`src/uart_pkg.sv`:
```
// shared constants and carrier types for the uart receive/transmit status block
package uart_pkg;
   // -----------------------------------------------------------------------
   // timing
   // -----------------------------------------------------------------------
   localparam int CLOCK_HZ = 50000000;
   localparam int BAUD_DEFAULT = 9600;
   localparam int BIT_CYCLES_DEFAULT = CLOCK_HZ / BAUD_DEFAULT;
   localparam int DIV_W = 16;
   // -----------------------------------------------------------------------
   // status field positions
   // -----------------------------------------------------------------------
   localparam int RXS_WAITING = 0;
   localparam int RXS_BUSY = 1;
   localparam int RXS_FRAMING = 3;
   localparam int RXS_PARITY = 4;
   localparam int RXS_START = 5;
   localparam int TXS_OCCUPIED = 0;
   localparam int TXS_BUSY = 1;
   localparam logic [7:0] DATA_RESET = 8'h00;
   localparam logic [7:0] STATUS_RESET = 8'h00;
   localparam logic [3:0] DATA_BITS = 4'h8;
   localparam logic [3:0] HALF_BIT_DIV = 4'h2;

   typedef struct packed {
      logic enable_rx;
      logic enable_tx;
      logic parity_enable;
      logic parity_odd;
   } uart_config_t;

   typedef struct packed {
      logic start_fault;
      logic parity_fault;
      logic framing_fault;
      logic overrun;
      logic rx_busy;
      logic word_waiting;
   } rx_status_t;
endpackage

```
`src/uart_status_core.sv`:
```
// uart receive status, data handoff and transmit holding logic
// Function
// - data transfer pulses receive interrupt, flags data
// - word waiting flag reads one when unread
// - unread word overwritten sets overrun flag
// - status write of any value clears overrun
// - start fault flag refreshed at transfer
// - parity fault computed, refreshed at transfer
// - missing stop bit sets framing fault
// - holding to shifter move pulses transmit interrupt
// - holding occupied zero means writable
// - stop bit copies shifter into data register
// - data register read clears waiting flag
// - load holding only after previous sent
// - characters shifted least significant first
`timescale 1ns/1ps
module uart_status_core (
   input wire logic clock_i,
   input wire logic srst_i,
   input wire uart_pkg::uart_config_t config_i,
   input wire logic [uart_pkg::DIV_W-1:0] bit_cycles_i,
   input wire logic rx_line_i,
   output logic tx_line_o,
   input wire logic rx_data_read_i,
   input wire logic rx_status_write_i,
   input wire logic tx_write_i,
   input wire logic [7:0] tx_data_i,
   output logic [7:0] rx_data_reg,
   output logic [7:0] rx_status_reg,
   output logic [7:0] tx_status_reg,
   output logic rx_irq_o,
   output logic tx_irq_o
);
   // -----------------------------------------------------------------------
   // input synchroniser
   // -----------------------------------------------------------------------
   logic [2:0] rx_sync;
   logic rx_level;
   always_ff @(posedge clock_i) begin
      if (srst_i) begin
         rx_sync <= 3'h7;
         rx_level <= 1'b1;
      end else begin
         rx_sync <= {rx_sync[1:0], rx_line_i};
         if (rx_sync[1] == rx_sync[2]) begin
            rx_level <= rx_sync[2];
         end
      end
   end

   // -----------------------------------------------------------------------
   // receiver
   // -----------------------------------------------------------------------
   typedef enum logic [4:0] {
      RX_IDLE = 5'b00001,
      RX_START = 5'b00010,
      RX_DATA = 5'b00100,
      RX_PARITY = 5'b01000,
      RX_STOP = 5'b10000
   } rx_state_t;
   rx_state_t rx_state;
   logic rx_half;
   logic rx_full;
   logic rx_restart;
   logic [7:0] rx_shift;
   logic [3:0] rx_count;
   logic rx_par_bit;
   logic rx_transfer;
   logic rx_stop_ok;
   logic rx_start_bad;
   logic word_waiting;
   logic overrun;
   logic start_fault;
   logic parity_fault;
   logic framing_fault;

   function automatic logic parity_of(input logic [7:0] d, input logic odd);
      parity_of = (^d) ^ odd;
   endfunction

   assign rx_restart = (rx_state == RX_IDLE);

   uart_tick rx_tick (
      .clock_i(clock_i),
      .srst_i(srst_i),
      .restart_i(rx_restart),
      .bit_cycles_i(bit_cycles_i),
      .half_o(rx_half),
      .full_o(rx_full)
   );

   always_ff @(posedge clock_i) begin
      if (srst_i) begin
         rx_state <= RX_IDLE;
         rx_shift <= 8'h00;
         rx_count <= 4'h0;
         rx_par_bit <= 1'b0;
         rx_transfer <= 1'b0;
         rx_stop_ok <= 1'b0;
         rx_start_bad <= 1'b0;
      end else begin
         rx_transfer <= 1'b0;
         if (rx_transfer) begin
            rx_start_bad <= 1'b0;
         end
         case (rx_state)
            RX_IDLE: begin
               rx_count <= 4'h0;
               if (config_i.enable_rx && !rx_level) begin
                  rx_state <= RX_START;
               end
            end
            RX_START: begin
               if (rx_half && rx_level) begin
                  rx_start_bad <= 1'b1;
                  rx_state <= RX_IDLE;
               end
               if (rx_full) begin
                  rx_state <= RX_DATA;
               end
            end
            RX_DATA: begin
               if (rx_half) begin
                  rx_shift <= {rx_level, rx_shift[7:1]};
                  rx_count <= rx_count + 4'h1;
               end
               if (rx_full && rx_count == uart_pkg::DATA_BITS) begin
                  rx_state <= config_i.parity_enable ? RX_PARITY : RX_STOP;
               end
            end
            RX_PARITY: begin
               if (rx_half) begin
                  rx_par_bit <= rx_level;
               end
               if (rx_full) begin
                  rx_state <= RX_STOP;
               end
            end
            RX_STOP: begin
               if (rx_half) begin
                  rx_stop_ok <= rx_level;
                  rx_transfer <= 1'b1;
                  rx_state <= RX_IDLE;
               end
            end
            default: rx_state <= RX_IDLE;
         endcase
      end
   end

   // data register takes the word on the stop bit
   always_ff @(posedge clock_i) begin
      if (srst_i) begin
         rx_data_reg <= uart_pkg::DATA_RESET;
      end else if (rx_transfer) begin
         rx_data_reg <= rx_shift;
      end
   end

   // waiting flag: transfer wins over a simultaneous read
   always_ff @(posedge clock_i) begin
      if (srst_i) begin
         word_waiting <= 1'b0;
      end else if (rx_transfer) begin
         word_waiting <= 1'b1;
      end else if (rx_data_read_i) begin
         word_waiting <= 1'b0;
      end
   end

   always_ff @(posedge clock_i) begin
      if (srst_i) begin
         overrun <= 1'b0;
      end else if (rx_transfer && word_waiting && !rx_data_read_i) begin
         overrun <= 1'b1;
      end else if (rx_status_write_i) begin
         overrun <= 1'b0;
      end
   end

   always_ff @(posedge clock_i) begin
      if (srst_i) begin
         start_fault <= 1'b0;
         parity_fault <= 1'b0;
         framing_fault <= 1'b0;
      end else if (rx_transfer) begin
         start_fault <= rx_start_bad;
         parity_fault <= config_i.parity_enable &&
                         (rx_par_bit != parity_of(rx_shift, config_i.parity_odd));
         framing_fault <= !rx_stop_ok;
      end
   end

   assign rx_irq_o = rx_transfer;
   assign rx_status_reg = {2'b00, start_fault, parity_fault, framing_fault, overrun,
                           (rx_state != RX_IDLE), word_waiting};

   // -----------------------------------------------------------------------
   // transmitter
   // -----------------------------------------------------------------------
   logic [7:0] tx_holding_reg;
   logic tx_holding_occupied;
   logic [10:0] tx_shift;
   logic [3:0] tx_left;
   logic tx_load;
   logic tx_tick;
   logic tx_busy;

   assign tx_busy = (tx_left != 4'h0);
   assign tx_load = config_i.enable_tx && tx_holding_occupied && !tx_busy;

   uart_tick tx_div (
      .clock_i(clock_i),
      .srst_i(srst_i),
      .restart_i(tx_load),
      .bit_cycles_i(bit_cycles_i),
      .half_o(),
      .full_o(tx_tick)
   );

   always_ff @(posedge clock_i) begin
      if (srst_i) begin
         tx_holding_reg <= uart_pkg::DATA_RESET;
         tx_holding_occupied <= 1'b0;
      end else if (tx_write_i) begin
         tx_holding_reg <= tx_data_i;
         tx_holding_occupied <= 1'b1;
      end else if (tx_load) begin
         tx_holding_occupied <= 1'b0;
      end
   end

   always_ff @(posedge clock_i) begin
      if (srst_i) begin
         tx_shift <= 11'h7FF;
         tx_left <= 4'h0;
      end else if (tx_load) begin
         tx_shift <= {1'b1, parity_of(tx_holding_reg, config_i.parity_odd),
                      tx_holding_reg, 1'b0};
         tx_left <= config_i.parity_enable ? 4'hB : 4'hA;
      end else if (tx_tick && tx_busy) begin
         tx_shift <= {1'b1, tx_shift[10:1]};
         tx_left <= tx_left - 4'h1;
      end
   end

   // stop bit takes the parity slot, forced high, when parity is off
   always_ff @(posedge clock_i) begin
      if (srst_i) begin
         tx_line_o <= 1'b1;
      end else if (tx_busy && !config_i.parity_enable && tx_left == 4'h1) begin
         tx_line_o <= 1'b1;
      end else begin
         tx_line_o <= tx_busy ? tx_shift[0] : 1'b1;
      end
   end

   assign tx_irq_o = tx_load;
   assign tx_status_reg = {6'h00, tx_busy, tx_holding_occupied};

   // -----------------------------------------------------------------------
   // checks
   // -----------------------------------------------------------------------
   rx_irq_flag_a: assert property (@(posedge clock_i) disable iff (srst_i)
      rx_irq_o |=> word_waiting) else $error("rx irq without waiting flag");
   read_clears_a: assert property (@(posedge clock_i) disable iff (srst_i)
      rx_data_read_i && !rx_transfer |=> !word_waiting) else $error("read kept flag");
   overrun_set_a: assert property (@(posedge clock_i) disable iff (srst_i)
      rx_transfer && word_waiting && !rx_data_read_i |=> overrun) else $error("no overrun");
   overrun_clear_a: assert property (@(posedge clock_i) disable iff (srst_i)
      rx_status_write_i && !rx_transfer |=> !overrun) else $error("overrun kept");
   overrun_hold_a: assert property (@(posedge clock_i) disable iff (srst_i)
      overrun && !rx_status_write_i |=> overrun) else $error("overrun dropped");
   data_copy_a: assert property (@(posedge clock_i) disable iff (srst_i)
      rx_transfer |=> rx_data_reg == $past(rx_shift)) else $error("data not copied");
   errors_stable_a: assert property (@(posedge clock_i) disable iff (srst_i)
      !rx_transfer |=> $stable({start_fault, parity_fault, framing_fault}))
      else $error("error flag moved");
   start_abort_a: assert property (@(posedge clock_i) disable iff (srst_i)
      rx_state == RX_START && rx_half && rx_level |=> rx_state == RX_IDLE && rx_start_bad)
      else $error("bad start kept");
   tx_irq_clear_a: assert property (@(posedge clock_i) disable iff (srst_i)
      tx_irq_o && !tx_write_i |=> !tx_holding_occupied && tx_busy)
      else $error("tx load wrong");
   tx_wait_a: assert property (@(posedge clock_i) disable iff (srst_i)
      $fell(tx_holding_occupied) |-> !$past(tx_busy)) else $error("load while sending");
   rx_word_c: cover property (@(posedge clock_i) rx_transfer);
   overrun_c: cover property (@(posedge clock_i) rx_transfer && word_waiting);
   start_fault_c: cover property (@(posedge clock_i) rx_transfer && rx_start_bad);
   tx_load_c: cover property (@(posedge clock_i) tx_load);
endmodule

```
`src/uart_tick.sv`:
```
// baud tick divider producing bit and half bit enable pulses
`timescale 1ns/1ps
module uart_tick (
   input wire logic clock_i,
   input wire logic srst_i,
   input wire logic restart_i,
   input wire logic [uart_pkg::DIV_W-1:0] bit_cycles_i,
   output logic half_o,
   output logic full_o
);
   logic [uart_pkg::DIV_W-1:0] count;
   logic [uart_pkg::DIV_W-1:0] half_point;

   assign half_point = bit_cycles_i >> 1;
   assign half_o = (count == half_point);
   assign full_o = (count == bit_cycles_i - 16'h0001);

   always_ff @(posedge clock_i) begin
      if (srst_i || restart_i || full_o) begin
         count <= 16'h0000;
      end else begin
         count <= count + 16'h0001;
      end
   end
endmodule
```
`config.mk`:
```
export PLATFORM = sky130hd
export DESIGN_NAME = uart_status_core
export DESIGN_NICKNAME = d
export VERILOG_FILES = /design/src/uart_pkg.sv /design/src/uart_status_core.sv /design/src/uart_tick.sv
export SDC_FILE = /design/constraint.sdc
export NUM_CORES = 1
export LEC_CHECK = 0
export ABC_AREA = 1
export BUFFER_PORTS_ARGS = -buffer_cell sky130_fd_sc_hd__buf_2
export CORE_ASPECT_RATIO = 1.5
export CORE_MARGIN = 2
export CORE_UTILIZATION = 45
export DETAILED_ROUTE_END_ITERATION = 6
export PLACE_DENSITY = 0.64
export SLEW_MARGIN = 20
export SYNTH_ARGS = -nofsm -noshare
export SYNTH_HDL_FRONTEND = slang
export SYNTH_HIERARCHICAL = 1
export SYNTH_SLANG_ARGS = --single-unit
```
`constraint.sdc`:
```
create_clock -name clock_i -period 1.9 [get_ports clock_i]
set_input_delay 0.095 -clock clock_i [delete_from_list [all_inputs] [get_ports clock_i]]
set_output_delay 0.095 -clock clock_i [all_outputs]
set_load 0.05 [all_outputs]
```
# Word level (Yosys, flattened, before mapping)
# Cells that the tools add are included.
[word_totals]
reg_bits = 94
inputBits = 34
word_cells = 110
[op_classes]
addsub = 5
n_eq_ne = 19
n_mux = 25
bitwise_logic = 4
n_reduce_logical = 35
[ops]
columns = ["operator", "n"]
rows = [
  ["2-to-1 mux 5 bit", 7],
  ["adder 16 x 1 -> 16 bit, second input constant", 2],
  ["== test 16 bit", 2],
  ["one-hot mux 5 bit (5 select lines)", 1],
  ["2-to-1 mux 10 bit", 2],
  ["== test 16 x 15 -> 1 bit", 1],
  ["XOR reduction 8 bit", 2],
  ["subtractor 16 x 1 -> 16 bit, second input constant", 1],
  ["2-to-1 mux 4 bit", 3],
  ["logical AND 1 bit", 11],
  ["2-to-1 mux 1 bit", 11],
  ["inequality test 2 bit, second input constant", 5],
  ["nonzero test 2 bit", 5],
  ["one-hot mux 4 bit (2 select lines)", 1],
  ["AND reduction 2 bit", 4],
  ["== test 5 x 1 -> 1 bit, second input constant", 1],
  ["== test 5 x 2 -> 1 bit, second input constant", 1],
  ["== test 5 x 3 -> 1 bit, second input constant", 1],
  ["== test 5 x 4 -> 1 bit, second input constant", 1],
  ["== test 5 bit, second input constant", 1],
  ["logical NOT 1 bit", 5],
  ["inequality test 5 x 1 -> 1 bit, second input constant", 1],
  ["AND reduction 5 bit", 1],
  ["adder 4 x 1 -> 4 bit, second input constant", 1],
  ["12 further kinds", 17],
]

# Depth between registers and ports, before layout
[depth]
word_depth = 5
mapped_depth = 17
ltp_nobuf = 17

# Modules after synthesis
# Netlist, hierarchy kept.
[modules_own_cells]
columns = ["module", "n_inst", "cells_per_inst", "area_each_um2"]
rows = [
  ["uart_tick", 2, 272, 1781.7],
  ["uart_status_core", 1, 407, 3034.2],
]

# Least setup slack after synthesis
# OpenSTA, ideal clock, no wires.
[synth_path]
path_type = "flip-flop to flip-flop"
from = "register tx_left[0]"
to = "register tx_div/count[0] (netlist name)"
setup_ps = 140
arrival_time_ps = 2113
required_time_ps = 1760
slack_ps = -353
stages_incl_launch_ff = 11
n_path_buf = 2
cell_sequence = "dfxtp_1 -> inv_1 -> ha_1 -> nand3_2 -> inv_2 -> nand3_4 -> inv_1 -> or2_2 -> buf_1 -> clkbuf_1 -> nor3_1"
[synth_via]
elab_chain_len = 5
[synth_rtl]
columns = ["item", "line", "text"]
rows = [
  ["start, declared", "uart_status_core.sv:204", "logic [3:0] tx_left;"],
  ["start signal, assigned", "uart_status_core.sv:240", "tx_left <= config_i.parity_enable ? 4'hB : 4'hA;"],
  ["start signal, assigned", "uart_status_core.sv:243", "tx_left <= tx_left - 4'h1;"],
  ["nonzero test 4 bit", "uart_status_core.sv:209", "assign tx_busy = (tx_left != 4'h0);"],
  ["via tx_busy", "uart_status_core.sv:207", "logic tx_busy;"],
  ["logical NOT 1 bit", "uart_status_core.sv:210", "assign tx_load = config_i.enable_tx && tx_holding_occupied && !tx_busy;"],
  ["logical AND 1 bit", "uart_status_core.sv:210", ""],
  ["via tx_irq_o", "uart_status_core.sv:32", "output logic tx_irq_o"],
  ["logical OR 1 bit (2 in a row)", "uart_tick.sv:19", "if (srst_i || restart_i || full_o) begin"],
  ["end signal, assigned", "uart_tick.sv:22", "count <= count + 16'h0001;"],
  ["end, declared", "uart_tick.sv:11", "logic [uart_pkg::DIV_W-1:0] count;"],
]
# The timed path passes the listed nets, and every way through them passes these cells.
# A chain may end at the register's enable or synchronous reset.

# Worst setup path after layout
[layout_path]
from = "register rx_tick/count[8] (netlist name)"
to = "register rx_state[0]"
[layout_via]
elab_chain_len = 4
word_cells_on_any_way = 11
classes_between = "6 x eq/ne; 2 x mux; 3 x reduce/logical"
[layout_rtl]
columns = ["item", "line", "text"]
rows = [
  ["start, declared", "uart_tick.sv:11", ""],
  ["start signal, assigned", "uart_tick.sv:22", ""],
  ["== test 16 x 15 -> 1 bit *", "uart_tick.sv:15", "assign half_o = (count == half_point);"],
  ["via rx_half", "uart_status_core.sv:62", "logic rx_half;"],
  ["logical AND 1 bit", "uart_status_core.sv:114", "if (rx_half && rx_level) begin"],
  ["inequality test 3 bit (no source line)", "n/a", ""],
  ["AND reduction 5 bit (no source line) *", "n/a", ""],
  ["end signal, assigned", "uart_status_core.sv:128", "rx_state <= config_i.parity_enable ? RX_PARITY : RX_STOP;"],
  ["end, declared", "uart_status_core.sv:61", "rx_state_t rx_state;"],
]
# The timed path passes the listed nets; every way through them passes the cells marked *.

==> impl_metrics.toml <==
[run_status]
status = "finished, violations left"
violations = "negative setup slack"

[timing]
min_period_ns = 1.93
worst_slack_ns = -0.0331
finalSetupViolations = 5
fin_skew_ns = 0.0128
maxSlewHeadroom_pct = 52.7
rsz0062_at_grt = "yes"
layout_worst_path_cycle_share_pct = 102
timing.fmax_mhz = 517
finalHoldViolCount = 0
worst-slew-pin-transition_ns = 0.708
setup_tns_ns = -0.0928
finalMaxSlewViolations = 0

[clock_tree]
cts_buffers = 9
cts_tree = "built"
clockBufferDepth = 2
cts_max_level = 3
root_buffer = "clkbuf_16"
worstSkewPairLatency_ns = 0.34
clkTransAtPathRegs_ns = 0.07
clock-sinks = 94

[floorplanning]
ios = 61
die_h_um = 150
core_um2 = 14000
rows = 53
chipWidth_um = 102
initial_core_util_pct = 45.9
dieArea_um2 = 15300

[hold_path]
hold_path_end = "word_waiting"
hold_path.startpoint = "rx_data_read_i"
hold_class = "in2reg"
min_path_cells = 4

[cells_and_area]
seqCellArea_um2 = 1900
final_cells = 1283
antennaDiodeCount = 0
post-route-cell-area_um2 = 8460
multiInputGateArea_um2 = 3980
areaGrowthSynthToFinish_pct = 31.7
reg.largest.list = "rx_tick/count: 16 flops, tx_div/count: 16 flops, tx_shift: 10 flops"
fillCellCount = 1315
layout-drive-gt1-share_pct = 33.4
layout.nets = 1129

[power_and_ir_drop]
vdd_drop_max_uv = 516
power_mw = 5.76
leakage_nw = 3.79
power_density_nw_per_um2 = 681

[critical_path]
r2r-end = "rx_state[0]"
critical_path_class = "reg2reg"
worstPathCellList = "inv_1 -> nand2_1 -> o2111ai_4 -> nor3_2 -> nand4_1 -> nor2_4 -> buf_6 -> nand2_4 -> inv_4 -> o21ai_2 -> nand2_2 -> nand3_2 -> o21ai_1"
cp_num_buf_inv = 3
cp-end-kind = "register"
max_stage_delay_ns = 0.36
worst-path-stages = 13
path_max_fanout = 5
crit_family = "simple AND/OR/NAND/NOR gates"
r2r_start = "rx_tick/count[8]"
worst_ep_arrival_time_ns = 2.20
r2r_slack_ns = -0.03
reg2reg_depth = 13
worst_path_max_delay_cell = "dfxtp_4"
crit_required_ns = 2.17
crit_start = "rx_tick/count[8]"
critPathLaunchType = "register"

[placement]
dp_hpwl_mm = 12.4
place_area_um2 = 7570
gp_congestion = 0.918
placed_cells = 1243
port_buffers = 52

[detailed_routing]
drt_iter0_drc = 158
dr.pass1.iters = 4
drc = 0
wl_per_cell_um = 12.7
vias = 6059
vias_per_cell = 4.72
wl_mm = 16.3
ant_nets = 0

[global_routing]
grt.overflow.total = 0
grt_antenna_before_repair = 0
grt_max_degree = 24
grt_pass1_wl_mm = 26.4
track_usage_pct = 21.6
grt_pass1_vias = 5817

[synth]
yosys_warnings = 6
synthesis.area_um2 = 6420
synth_cells = 922
syn_avg_cell_area_um2 = 6.97

[job]
max_cap_violations = 0
-- power by group --
group / switching [mW] / internal [mW] / leakage, nW
clock network: 0.791 / 1.20 / 0.163
logic: 1.03 / 0.587 / 2.86
registers: 0.0934 / 2.06 / 0.770
-- routing by layer --
layer / routed length (µm) / up-vias / GRT usage, % / share of wire, %
li1: - / 3207 / - / -
met1: 6760 / 2744 / 24.4 / 41
met2: 8700 / 86 / 40.4 / 53
met3: 459 / 22 / 2.04 / 2.8
met4: 382 / 0 / 8.92 / 2.3
met5: 0 / - / 0 / 0
-- tightest hold or removal path, delay by kind of cell --
kind            cells  cell delay [ns]
buf+inv             2             0.11
compound gates      1             0.05
simple gates        1             0.05
-- worst max path at each step --
stage                            to  slack (ns)
floorplan           tx_div/count[6]       0.005
global placement        rx_state[0]       -0.22
detailed placement       tx_left[2]       -0.26
CTS                     rx_state[2]      0.0005
global route            rx_state[2]       -0.15
finish                  rx_state[0]       -0.03
-- cell usage in the layout (no fill, tap or decap), drive strengths merged --
master	count
buf	182
nand2	181
inv	143
nor2	115
dfxtp	94
nand3	68
o21ai	58
xor2	48
nor3	40
a21oi	39
xnor2	32
nand3b	12
clkbuf	12
nand4	10
ha	9
conb	8
dlygate4sd3	8
o211ai	6
or2	5
o22ai	4
clkinv	4
nor4	3
bufinv	2
and2	2
clkinvlp	1
a31oi	1
and3	1
o2111ai	1
a211oi	1
a2111oi	1
-- repair_timing --
| item | in CTS | in global routing |
|---|---|---|
| pin swaps | 11 | 31 |
| buffers inserted | 6 | 9 |
| resized for setup | 23 | 90 |
| hold buffers | 8 | 0 |
| endpoints found under the hold margin | 8 | 0 |
| endpoints found under the setup margin | 33 | 49 |
| cloned | 0 | 2 |
-- stage by stage --
step | hold slack, ns | worst slack [ns] | util, %
after global routing | 0.0523 | -0.153 | 60.5
after detailed placement | 0.280 | -0.260 | 54.1
final | 0.0131 | -0.0331 | 60.5
after floorplan | 0.199 | 0.00513 | -
after global placement | 0.281 | -0.218 | 54.1
after CTS | 0.000598 | 0.000454 | 57.9
-- final cells by class --
| class | instances | share of cell area [%] |
|---|---|---|
| clock buffers | 10 | 2.82 |
| multi-input cells | 645 | 47.0 |
| well taps | 192 | 2.84 |
| inverters | 144 | 6.58 |
| repair buffers | 192 | 17.2 |
| flip-flops and latches | 94 | 22.5 |
| clock inverters | 6 | 1.08 |
Note: power is estimated with default switching activity, not from simulation.
